## config.mk

```make
export PLATFORM = sky130hd
export DESIGN_NAME = down_count_timer_pwm
export DESIGN_NICKNAME = d
export VERILOG_FILES = /design/src/core/tmr_pkg.sv /design/src/core/down_count_timer_pwm.sv
export SDC_FILE = /design/constraint.sdc
export NUM_CORES = 1
export LEC_CHECK = 0
export BUFFER_PORTS_ARGS = -buffer_cell sky130_fd_sc_hd__buf_2
export CORE_ASPECT_RATIO = 1.75
export CORE_MARGIN = 2
export CORE_UTILIZATION = 50
export DETAILED_ROUTE_END_ITERATION = 8
export PLACE_DENSITY = 0.69
export SLEW_MARGIN = 20
export SYNTH_ARGS = -nofsm -noshare
export SYNTH_HDL_FRONTEND = slang
export SYNTH_SLANG_ARGS = --single-unit
```

## constraint.sdc

```tcl
create_clock -name clock -period 5.59 [get_ports clock]
set_clock_uncertainty 0.1 [all_clocks]
set_input_delay 0 -clock clock [delete_from_list [all_inputs] [get_ports clock]]
set_output_delay 0 -clock clock [all_outputs]
set_load 0.02 [all_outputs]
```

## src/core/tmr_pkg.sv

```systemverilog
// package: register map, field layouts and carrier types of the down-count timer/pwm
package tmr_pkg;

  // register byte offsets (one aligned word each)
  localparam logic [7:0] ADDR_CTRL    = 8'h00;
  localparam logic [7:0] ADDR_PERIOD  = 8'h04;
  localparam logic [7:0] ADDR_COMPARE = 8'h08;
  localparam logic [7:0] ADDR_DEAD    = 8'h0C;
  localparam logic [7:0] ADDR_COUNT   = 8'h10;
  localparam logic [7:0] ADDR_CAPTURE = 8'h14;
  localparam logic [7:0] ADDR_STATUS  = 8'h18;

  // control field positions
  localparam int CTRL_START_BIT = 0;
  localparam int CTRL_MODE_LSB  = 1;
  localparam int CTRL_CMP_LSB   = 3;
  localparam int CTRL_CLK_LSB   = 6;
  localparam int CTRL_COMP_BIT  = 8;

  // status field written as one to clear the capture flag
  localparam int STAT_CAP_BIT   = 0;

  // reset values
  localparam logic [15:0] PERIOD_RST  = 16'hFFFF;
  localparam logic [15:0] COMPARE_RST = 16'h8000;
  localparam logic [7:0]  DEAD_RST    = 8'h00;

  // counter width and address decode width
  localparam int CNT_W  = 16;
  localparam int ADDR_W = 8;

  // run modes
  typedef enum logic [1:0] {
    mode_free    = 2'h0,
    mode_oneshot = 2'h1,
    mode_gated   = 2'h2
  } run_mode_t;

  // compare relations
  typedef enum logic [2:0] {
    cmp_less             = 3'h0,
    cmp_less_or_equal    = 3'h1,
    cmp_equal            = 3'h2,
    cmp_greater_or_equal = 3'h3,
    cmp_greater          = 3'h4
  } cmp_mode_t;

  // clock source choices
  typedef enum logic [1:0] {
    clk_every = 2'h0,
    clk_div2  = 2'h1,
    clk_div8  = 2'h2,
    clk_ext   = 2'h3
  } clk_sel_t;

  // configuration bundle decoded from the control register
  typedef struct packed {
    logic      comp_en;
    clk_sel_t  clk_sel;
    cmp_mode_t cmp_mode;
    run_mode_t run_mode;
    logic      start;
  } ctrl_t;

  // routed inputs after synchronisation
  typedef struct packed {
    logic restart;
    logic capture;
    logic kill;
    logic enable;
    logic ext_clk;
  } routed_t;

endpackage : tmr_pkg

```

## src/core/down_count_timer_pwm.sv

```systemverilog
// design: 16-bit down-count timer/counter/pwm with ahb-lite register slave
//
// The AHB-Lite register port and the register offsets were decided locally.
`timescale 1ns/100ps

// Notes on behaviour
// - sixteen-bit counter, down count only
// - software selects the counting clock source
// - five selectable compare relations drive pwm
// - period reloads on start, reset, terminal count
// - free running, single pass, enable gated
// - single pass halts at terminal count
// - gated mode counts only while enabled
// - compare, terminal count, complementary outputs
// - deadband keeps true and complement apart
// - kill forces compare outputs inactive
// - reset restarts count, capture latches count
module down_count_timer_pwm (
  input  wire logic        clock,
  input  wire logic        reset_n,
  // ahb-lite slave
  input  wire logic        hsel,
  input  wire logic [31:0] haddr,
  input  wire logic [1:0]  htrans,
  input  wire logic        hwrite,
  input  wire logic [2:0]  hsize,
  input  wire logic [31:0] hwdata,
  input  wire logic        hready,
  output logic      [31:0] hrdata,
  output logic             hreadyout,
  output logic             hresp,
  // routed inputs, asynchronous to clock
  input  wire logic        restart_in,
  input  wire logic        capture_in,
  input  wire logic        kill_in,
  input  wire logic        enable_in,
  input  wire logic        ext_clk_in,
  // routed outputs
  output logic             cmp_out,
  output logic             cmp_n_out,
  output logic             tc_out
);

  ////////////////////////////////////////////////////////////////////////////
  // reset release and input synchronisers

  logic               rst_s1_r;     // first reset stage
  logic               rst_n_r;      // synchronised reset used everywhere
  tmr_pkg::routed_t   sync1_r;      // first stage, read only by second stage
  tmr_pkg::routed_t   sync2_r;      // usable copies of routed inputs
  logic               ext_clk_d_r;  // previous external clock level
  logic               restart_d_r;  // previous restart level
  logic               capture_d_r;  // previous capture level

  // asynchronous assert, synchronous release
  always_ff @(posedge clock or negedge reset_n) begin
    if (!reset_n) begin
      rst_s1_r <= 1'b0;
      rst_n_r  <= 1'b0;
    end else begin
      rst_s1_r <= 1'b1;
      rst_n_r  <= rst_s1_r;
    end
  end

  // two flops on every routed input before any logic looks at it
  always_ff @(posedge clock or negedge rst_n_r) begin
    if (!rst_n_r) begin
      sync1_r <= '0;
      sync2_r <= '0;
    end else begin
      sync1_r <= '{restart: restart_in, capture: capture_in, kill: kill_in,
                   enable: enable_in, ext_clk: ext_clk_in};
      sync2_r <= sync1_r;
    end
  end

  // edge history, taken from the second stage only
  always_ff @(posedge clock or negedge rst_n_r) begin
    if (!rst_n_r) begin
      ext_clk_d_r <= 1'b0;
      restart_d_r <= 1'b0;
      capture_d_r <= 1'b0;
    end else begin
      ext_clk_d_r <= sync2_r.ext_clk;
      restart_d_r <= sync2_r.restart;
      capture_d_r <= sync2_r.capture;
    end
  end

  // edge history resets low, the idle level of the pins, so no false edge follows reset
  logic restart_rise;  // one-cycle restart event
  logic capture_rise;  // one-cycle capture event
  assign restart_rise = sync2_r.restart & ~restart_d_r;
  assign capture_rise = sync2_r.capture & ~capture_d_r;

  ////////////////////////////////////////////////////////////////////////////
  // ahb-lite slave and registers

  logic [31:0]             ctrl_r;     // control word
  logic [15:0]             period_r;   // reload value
  logic [15:0]             compare_r;  // pwm compare value
  logic [7:0]              dead_r;     // deadband in clock cycles
  logic [15:0]             capture_r;  // last captured count
  logic                    cap_flag_r; // capture happened, write one to clear
  logic                    wr_pend_r;  // write data phase pending
  logic                    rd_pend_r;  // read data phase pending
  logic [tmr_pkg::ADDR_W-1:0] addr_r;  // latched address of data phase
  logic                    start_pulse; // software wrote start as one
  tmr_pkg::ctrl_t          cfg;        // decoded control fields

  // control field decode
  // control fields are decoded once here so every process sees one view
  assign cfg = '{comp_en: ctrl_r[tmr_pkg::CTRL_COMP_BIT],
                 clk_sel: tmr_pkg::clk_sel_t'(ctrl_r[tmr_pkg::CTRL_CLK_LSB +: 2]),
                 cmp_mode: tmr_pkg::cmp_mode_t'(ctrl_r[tmr_pkg::CTRL_CMP_LSB +: 3]),
                 run_mode: tmr_pkg::run_mode_t'(ctrl_r[tmr_pkg::CTRL_MODE_LSB +: 2]),
                 start: ctrl_r[tmr_pkg::CTRL_START_BIT]};

  // address phase capture; zero wait states so hreadyout stays high
  always_ff @(posedge clock or negedge rst_n_r) begin
    if (!rst_n_r) begin
      wr_pend_r <= 1'b0;
      rd_pend_r <= 1'b0;
      addr_r    <= '0;
    end else if (hready) begin
      wr_pend_r <= hsel & htrans[1] & hwrite;
      rd_pend_r <= hsel & htrans[1] & ~hwrite;
      addr_r    <= haddr[tmr_pkg::ADDR_W-1:0];
    end
  end

  // responses: always okay, never stalled
  always_ff @(posedge clock or negedge rst_n_r) begin
    if (!rst_n_r) begin
      hreadyout <= 1'b0;
      hresp     <= 1'b0;
    end else begin
      hreadyout <= 1'b1;
      hresp     <= 1'b0;
    end
  end

  // start acts on every write of one to the start bit, running or not,
  // so software can re-arm a running count without stopping it first
  assign start_pulse = wr_pend_r && (addr_r == tmr_pkg::ADDR_CTRL) &&
                       hwdata[tmr_pkg::CTRL_START_BIT];

  // register writes during the data phase
  always_ff @(posedge clock or negedge rst_n_r) begin
    if (!rst_n_r) begin
      ctrl_r    <= '0;
      period_r  <= tmr_pkg::PERIOD_RST;
      compare_r <= tmr_pkg::COMPARE_RST;
      dead_r    <= tmr_pkg::DEAD_RST;
    end else if (wr_pend_r) begin
      case (addr_r)
        tmr_pkg::ADDR_CTRL:    ctrl_r    <= {23'h000000, hwdata[8:0]};
        tmr_pkg::ADDR_PERIOD:  period_r  <= hwdata[15:0];
        tmr_pkg::ADDR_COMPARE: compare_r <= hwdata[15:0];
        tmr_pkg::ADDR_DEAD:    dead_r    <= hwdata[7:0];
        default:               ctrl_r    <= ctrl_r;
      endcase
    end
  end

  ////////////////////////////////////////////////////////////////////////////
  // counter clock selection

  logic [2:0] pre_r;   // free prescaler for the divided sources
  logic       tick;    // one counter clock edge this cycle

  // shared prescaler: the phase of a divided tick after start is arbitrary
  always_ff @(posedge clock or negedge rst_n_r) begin
    if (!rst_n_r) begin
      pre_r <= 3'h0;
    end else begin
      pre_r <= pre_r + 3'h1;
    end
  end

  always_comb begin
    case (cfg.clk_sel)
      tmr_pkg::clk_every: tick = 1'b1;
      tmr_pkg::clk_div2:  tick = pre_r[0];
      tmr_pkg::clk_div8:  tick = (pre_r == 3'h7);
      tmr_pkg::clk_ext:   tick = sync2_r.ext_clk & ~ext_clk_d_r;
      default:            tick = 1'b0;
    endcase
  end

  ////////////////////////////////////////////////////////////////////////////
  // counter state machine

  // done is kept apart from idle so software can tell a finished single pass
  typedef enum logic [1:0] {st_idle, st_run, st_done} cnt_state_t;
  cnt_state_t  state_r;   // idle, counting or finished single pass
  logic [15:0] count_r;   // the down counter
  logic        tc_r;      // terminal count pulse
  logic        step;      // counter decrements this cycle

  assign step = (state_r == st_run) && tick &&
                ((cfg.run_mode != tmr_pkg::mode_gated) || sync2_r.enable);

  always_ff @(posedge clock or negedge rst_n_r) begin
    if (!rst_n_r) begin
      state_r <= st_idle;
      count_r <= tmr_pkg::PERIOD_RST;
    end else if (start_pulse || restart_rise) begin
      state_r <= st_run;
      count_r <= period_r;
    end else if (wr_pend_r && addr_r == tmr_pkg::ADDR_CTRL && !hwdata[tmr_pkg::CTRL_START_BIT]) begin
      // software stop parks the count where it stands
      state_r <= st_idle;
    end else if (step) begin
      if (count_r == 16'h0000) begin
        count_r <= period_r;
        if (cfg.run_mode == tmr_pkg::mode_oneshot) begin
          state_r <= st_done;
        end
      end else begin
        count_r <= count_r - 16'h0001;
      end
    end
  end

  always_ff @(posedge clock or negedge rst_n_r) begin
    if (!rst_n_r) begin
      tc_r <= 1'b0;
    end else if (start_pulse || restart_rise) begin
      // a reload on the edge of the last step must not leave a stale pulse
      tc_r <= 1'b0;
    end else if (step) begin
      // set as the count steps from one to zero
      tc_r <= (count_r == 16'h0001);
    end else if (tick) begin
      tc_r <= 1'b0;
    end
  end

  // capture latch, set wins over clear
  always_ff @(posedge clock or negedge rst_n_r) begin
    if (!rst_n_r) begin
      capture_r  <= 16'h0000;
      cap_flag_r <= 1'b0;
    end else if (capture_rise) begin
      capture_r  <= count_r;
      cap_flag_r <= 1'b1;
    end else if (wr_pend_r && addr_r == tmr_pkg::ADDR_STATUS && hwdata[tmr_pkg::STAT_CAP_BIT]) begin
      // clear only when no capture lands in the same cycle
      cap_flag_r <= 1'b0;
    end
  end

  ////////////////////////////////////////////////////////////////////////////
  // compare, deadband and kill

  function automatic logic compare_hit(input tmr_pkg::cmp_mode_t m,
                                       input logic [15:0] c, input logic [15:0] v);
    case (m)
      tmr_pkg::cmp_less:             compare_hit = c < v;
      tmr_pkg::cmp_less_or_equal:    compare_hit = c <= v;
      tmr_pkg::cmp_equal:            compare_hit = c == v;
      tmr_pkg::cmp_greater_or_equal: compare_hit = c >= v;
      tmr_pkg::cmp_greater:          compare_hit = c > v;
      default:                       compare_hit = 1'b0;
    endcase
  endfunction : compare_hit

  logic       pwm_r;    // raw compare result, registered
  logic [7:0] dead_cnt_r; // cycles since last raw edge
  logic       cmp_r;    // output flop
  logic       cmp_n_r;  // complementary output flop

  always_ff @(posedge clock or negedge rst_n_r) begin
    if (!rst_n_r) begin
      pwm_r <= 1'b0;
    end else begin
      // a parked or finished timer shows an inactive raw compare
      pwm_r <= (state_r == st_run) && compare_hit(cfg.cmp_mode, count_r, compare_r);
    end
  end

  // deadband counter restarts on each raw edge
  always_ff @(posedge clock or negedge rst_n_r) begin
    if (!rst_n_r) begin
      dead_cnt_r <= 8'h00;
    end else if (pwm_r != ((state_r == st_run) && compare_hit(cfg.cmp_mode, count_r, compare_r))) begin
      dead_cnt_r <= 8'h00;
    end else if (dead_cnt_r != 8'hFF) begin
      dead_cnt_r <= dead_cnt_r + 8'h01;
    end
  end

  always_ff @(posedge clock or negedge rst_n_r) begin
    if (!rst_n_r) begin
      cmp_r   <= 1'b0;
      cmp_n_r <= 1'b0;
      tc_out  <= 1'b0;
    end else begin
      tc_out  <= tc_r;
      if (sync2_r.kill) begin
        cmp_r   <= 1'b0;
        cmp_n_r <= 1'b0;
      end else if (!cfg.comp_en) begin
        cmp_r   <= pwm_r;
        cmp_n_r <= 1'b0;
      end else begin
        // each side waits out the deadband after an edge
        cmp_r   <= pwm_r & (dead_cnt_r >= dead_r);
        cmp_n_r <= ~pwm_r & (dead_cnt_r >= dead_r);
      end
    end
  end

  // the pwm pins come straight from their output flops
  assign cmp_out   = cmp_r;
  assign cmp_n_out = cmp_n_r;

  ////////////////////////////////////////////////////////////////////////////
  // read data

  // live count read, no side effect
  always_ff @(posedge clock or negedge rst_n_r) begin
    if (!rst_n_r) begin
      hrdata <= 32'h00000000;
    end else if (hready && hsel && htrans[1] && !hwrite) begin
      case (haddr[tmr_pkg::ADDR_W-1:0])
        tmr_pkg::ADDR_CTRL:    hrdata <= ctrl_r;
        tmr_pkg::ADDR_PERIOD:  hrdata <= {16'h0000, period_r};
        tmr_pkg::ADDR_COMPARE: hrdata <= {16'h0000, compare_r};
        tmr_pkg::ADDR_DEAD:    hrdata <= {24'h000000, dead_r};
        tmr_pkg::ADDR_COUNT:   hrdata <= {16'h0000, count_r};
        tmr_pkg::ADDR_CAPTURE: hrdata <= {16'h0000, capture_r};
        tmr_pkg::ADDR_STATUS:  hrdata <= {28'h0000000, sync2_r.kill, state_r == st_done,
                                          state_r == st_run, cap_flag_r};
        default:               hrdata <= 32'h00000000;
      endcase
    end
  end

endmodule : down_count_timer_pwm

```

# == Word-level counts from Yosys, hierarchy flattened ==
# Cells that the tools add are included.
# op_classes
addsub,3
n_lt_le_gt_ge,5
n_eq_ne,27
muxes,23
bitwise_logic,11
n_reduce_logical,33
# ops
operator,count
$pmux W16 S7,1
$mux W16,4
$eq A8 B4 Y1 const B,4
$eq A8 B5 Y1 const B,4
$eq A16 B1 Y1 const B,1
$eq A16 B16 Y1,1
$eq A8 B3 Y1 const B,2
$ge A16 B16 Y1,1
$gt A16 B16 Y1,1
$le A16 B16 Y1,1
$logic_not A16 Y1,1
$logic_not A8 Y1,2
$lt A16 B16 Y1,1
$mux W8,2
$sub A16 B1 Y16 const B,1
$reduce_bool A3 Y1,4
$logic_and A1 B1 Y1,11
$mux W2,5
$reduce_and A2 Y1,5
$mux W1,9
$add A8 B1 Y8 const B,1
$ge A8 B8 Y1,1
$ne A8 B8 Y1 const B,1
$and A1 B1 Y1,7
other kinds (17),31
# word_totals
reg_bits,157
input_bits,79
out_inout_bits,37
elab_cells,136

# == Logic depth before layout (Yosys ltp) ==
# depth
word_depth,8
ltp_mapped,9
mapped_depth_nobuf,8

# == Worst setup path after synthesis ==
# No wires, ideal clock.
# synth_timing
kind,reg2reg
startpoint,register compare_r[15]
endpoint,register dead_cnt_r[1]
setup_ns,0.125
t_arrival_ns,2.233
required_time_ns,5.365
setup_slack_ns,3.132
path_stages_with_launch,10
n_path_buf,1
synth_period_minus_slack_ns,2.458
cell_sequence,dfstp_2 -> inv_1 -> ha_1 -> nand4_4 -> nor4_4 -> o21a_1 -> a21oi_1 -> mux2_2 -> buf_6 -> mux2_4
# synth_via
elab_chain_cells,5
elab_cells_between_ends,10
cone_classes,order compare (4); eq/ne (2); mux (2); reduce/logical (2)
# synth_lines
element,line,source
start: declaration,down_count_timer_pwm.sv:102,logic [15:0] compare_r;
start signal: assignment,down_count_timer_pwm.sv:154,compare_r <= tmr_pkg::COMPARE_RST;
start signal: assignment,down_count_timer_pwm.sv:160,tmr_pkg::ADDR_COMPARE: compare_r <= hwdata[15:0];
$gt A16 B16 Y1 (tied with other cells),down_count_timer_pwm.sv:265,tmr_pkg::cmp_greater: compare_hit = c > v;
$pmux W1 S5 *,down_count_timer_pwm.sv:260,case (m)
$logic_and A1 B1 Y1 *,down_count_timer_pwm.sv:288,"end else if (pwm_r != ((state_r == st_run) && compare_hit(cfg.cmp_mode, count_r, compare_r))) begin"
$ne A1 B1 Y1 *,down_count_timer_pwm.sv:288,
$mux W8 / $reduce_bool A2 Y1 (equally long branches),--,
end signal: assignment,down_count_timer_pwm.sv:291,dead_cnt_r <= dead_cnt_r + 8'h01;
end: declaration,down_count_timer_pwm.sv:271,logic [7:0] dead_cnt_r;
# Mark *: on every way between the ends. The rest lies on a longest branch, timed or not.
# A chain may end at the register's enable or synchronous reset.

# == Final worst setup path ==
# layout_timing
startpoint,register pre_r[0]
endpoint,register count_r[7]
# layout_via
elab_chain_cells,6
# layout_lines
element,line,source
start: declaration,down_count_timer_pwm.sv:170,logic [2:0] pre_r;
start signal: assignment,down_count_timer_pwm.sv:178,pre_r <= pre_r + 3'h1;
$eq A3 B3 Y1,down_count_timer_pwm.sv:186,tmr_pkg::clk_div8: tick = (pre_r == 3'h7);
$pmux W1 S4 *,down_count_timer_pwm.sv:183,case (cfg.clk_sel)
$logic_and A1 B1 Y1 * (2 in a row),down_count_timer_pwm.sv:202,assign step = (state_r == st_run) && tick &&
$reduce_bool A2 Y1 (no line) *,--,
$reduce_and A2 Y1 (no line) *,--,
end signal: assignment,down_count_timer_pwm.sv:208,count_r <= tmr_pkg::PERIOD_RST;
end signal: assignment,down_count_timer_pwm.sv:211,count_r <= period_r;
end signal: assignment,down_count_timer_pwm.sv:217,count_r <= period_r;
end: declaration,down_count_timer_pwm.sv:198,logic [15:0] count_r;
# Marked as above.

==> metrics.txt <==
Worst-path clk slew=0.06 ns; unrepaired setup endpoints after global routing=false; root buffer cell=clkbuf_16; hold_buf cts=42; htree depth=4; hold endpoint=addr_r[3]; Layout area overhead=17.9%; first-pass GRT wire length=29.2 mm; number of synthesized register bits=141; worst hold path type=in2reg; placed insts=893; Max FO, Critical Path=13; Pre-antenna DRT Iters=5; hold_ws=0.0644 ns; CP startpoint kind=flop; CTS tree=done; row count=58; gr ovfl total=0; Reg2Reg Setup Slack=2.71 ns; ANT nets after route=0; Routed Wire Length=around 18 mm; fin crit share=51.5%; CP Capture Type=flop; Reg2Reg Depth=8; Post-Synth XOR/XNOR Area=less than 1%; Final nets=just under 900; worst r2r dst=count_r[7]; First DRT Iteration DRCs=331; fraction of registers with async set/reset=100%; post-synthesis sequential area ratio=48.9%; HP Start=haddr[3]; synthesized instance count=690; Post-synth EDFFs=0; Residual DRC=0; FF-to-FF Start=pre_r[0]; Core ar.=approximately 14000 µm²; io pins=116; relative slew slack=38.7%; Simple-Gate Fraction of Synth Area=14.0%; post-route insts no fill=around 970; Skew-Pair Late Insertion Delay=0.42 ns; Worst Path Class, Setup=reg2reg; routability cong.=around 0.89; Syn Area/Cell=approximately 11 µm²; fin crit period=around 2.9 ns; Final HPWL DP=12.5 mm; Post-Syn Area=approximately 7300 µm²; final setup violation count=0; Num CTS Buffers=17; Least-Margin Pin Slew=approximately 0.92 ns; P per Cell Area=roughly 390 nW/µm²; Synth Flop Type=dfrtp_1; GRT Resource Usage Total=24.7%; CTS sink count=141; Vias/cell=between 5 and 6; Bufs on Longest Clock Path=2; CTS resizes=0; fin. max-slew vios=0; Lkg Pwr=3.93 nW; worst vdd ir=209 µV; die height=approximately 160 µm; combinational family with the most area after synthesis=compound AO/OA/AOI/OAI gates; # port buffers=54; largest net degree at the start of global routing=74; Synth Area in Compound Gates=between 10% and 20%; number of global-route vias before repair=between 5000 and 6000; MaxCap Viol Count=0; final hold viol count=0; FMAX=347 MHz; share of post-route cells with drive strength above 1=24.1%; Initial Util=51.1%; Post-CTS Setup Repair Bufs=0; routed vias=5575; die width=around 95 µm; Ant. Diodes=0; Arr. time, crit path=about 3.1 ns; die area=15600 µm²; initial antenna violation count=0; hold depth=2; TNS Setup=0 ns; Syn. warnings=0; mux contribution to synthesized area=between 10% and 20%; adder-cell area share of the yosys netlist=5.14%; Synth cell types=69; DR WL/cell=18.7 µm; run status=finished clean; Crit path required time=5.84 ns
## state kept, by name (all words and copies together), names as in the netlist, 3 cells and up
name and count:
pre_r 3, period_r 16, sync1_r 5, count_r 16, addr_r 8, capture_r 16, sync2_r 5, hrdata 16
compare_r 16, dead_r 8, ctrl_r 9, dead_cnt_r 8
## layer usage
metal | track usage, % | routed length (µm) | part of all wire (%) | up-vias
li1 | - | - | - | 2630
met1 | 27.7 | 6780 | 37 | 2750
met2 | 42.7 | 9740 | 54 | 137
met3 | 3.90 | 561 | 3.1 | 58
met4 | 15.7 | 1010 | 5.6 | 0
met5 | 0 | 0 | 0 | -
## how the worst max path moves through the flow
stage,start,endpoint,slack (ns)
global route,hready,hrdata[8],2.59
global placement,pre_r[0],count_r[7],2.81
floorplan,rst_n_r,addr_r[0],1.33
detailed placement,pre_r[0],count_r[7],2.77
CTS,pre_r[0],count_r[7],2.74
finish,pre_r[0],count_r[7],2.71
## synth_stat cells (6+ instances only)
| master | n | share of area, % |
|---|---|---|
| nor3_1 | 15 | 1.0 |
| dfstp_2 | 33 | 12 |
| a221oi_1 | 9 | 1.1 |
| mux2i_1 | 15 | 2.1 |
| o2bb2ai_1 | 12 | 1.4 |
| o21ai_0 | 56 | 3.8 |
| nand2_1 | 77 | 4.0 |
| dfrtp_1 | 108 | 37 |
| mux2_2 | 49 | 7.6 |
| and3_1 | 8 | 0.69 |
| a21oi_1 | 28 | 1.9 |
| buf_2 | 9 | 0.62 |
| clkbuf_1 | 17 | 0.87 |
| a22o_1 | 11 | 1.3 |
| nor2_1 | 24 | 1.2 |
| nand3_1 | 18 | 1.2 |
| buf_4 | 20 | 2.1 |
| a211oi_1 | 7 | 0.72 |
| inv_1 | 37 | 1.9 |
| ha_1 | 30 | 5.1 |
| nand2b_1 | 6 | 0.51 |
## area by class of cell
| cell class | instances | area (µm²) |
|---|---|---|
| Clock buffer | 19 | 433 |
| Multi-Input combinational cell | 478 | 3360 |
| Sequential cell | 141 | 3570 |
| Clock inverter | 13 | 168 |
| Inverter | 37 | 139 |
| Tap cell | 180 | 225 |
| Timing Repair Buffer | 99 | 713 |
| Fill cell | 1175 | 5690 |
## layout by cell type, fill, tap and decap left out, types with 6 or more instances in the layout
| master | synthesis | layout |
|---|---|---|
| dfrtp_1 | 108 | 107 |
| nand2_1 | 77 | 77 |
| o21ai_0 | 56 | 56 |
| buf_2 | 9 | 54 |
| mux2_2 | 49 | 49 |
| dlygate4sd3_1 | 0 | 42 |
| inv_1 | 37 | 37 |
| dfstp_2 | 33 | 33 |
| ha_1 | 30 | 30 |
| a21oi_1 | 28 | 28 |
| nor2_1 | 24 | 24 |
| conb_1 | 2 | 19 |
| nand3_1 | 18 | 18 |
| clkbuf_16 | 0 | 17 |
| nor3_1 | 15 | 15 |
| mux2i_1 | 15 | 15 |
| o2bb2ai_1 | 12 | 12 |
| a22o_1 | 11 | 11 |
| a221oi_1 | 9 | 9 |
| a211oi_1 | 7 | 7 |
| and3_1 | 8 | 7 |
| nand2b_1 | 6 | 6 |
## where the power goes
part | total (mW) | switching (mW) | internal (mW)
Sequential | 1.43 | 0.199 | 1.23
Combinational | 0.756 | 0.403 | 0.353
Clock | 1.15 | 0.448 | 0.705
## through the flow
step | worst slack (ns) | total power [mW] | utilization [%] | instance area (µm²)
5_1_grt | 2.59 | 3.51 | 60.2 | 8610
2_1_floorplan | 1.33 | 1.97 | - | 7370
4_1_cts | 2.74 | 3.35 | 60.2 | 8610
3_5_place_dp | 2.77 | 2.16 | 53.1 | 7590
3_3_place_gp | 2.81 | 2.12 | 53.1 | 7590
6_report | 2.71 | 3.33 | 60.2 | 8610
## worst max-delay path: stages, from the launching register on
cell	delay [ns]
dfrtp_1	0.37
ha_1	0.16
ha_1	0.13
nand2b_1	0.05
a32oi_1	0.70
nand3_1	0.41
nand2_1	0.46
o21ai_0	0.16
a22o_1	0.27
## cell families after synthesis
logic type,count (synthesis)
compound gates,167
xor+xnor,2
fa+ha+maj,30
buf+inv,88
flops,141
mux,67
other cells,2
simple gates,193
Note: power is estimated with default switching activity, not from simulation.
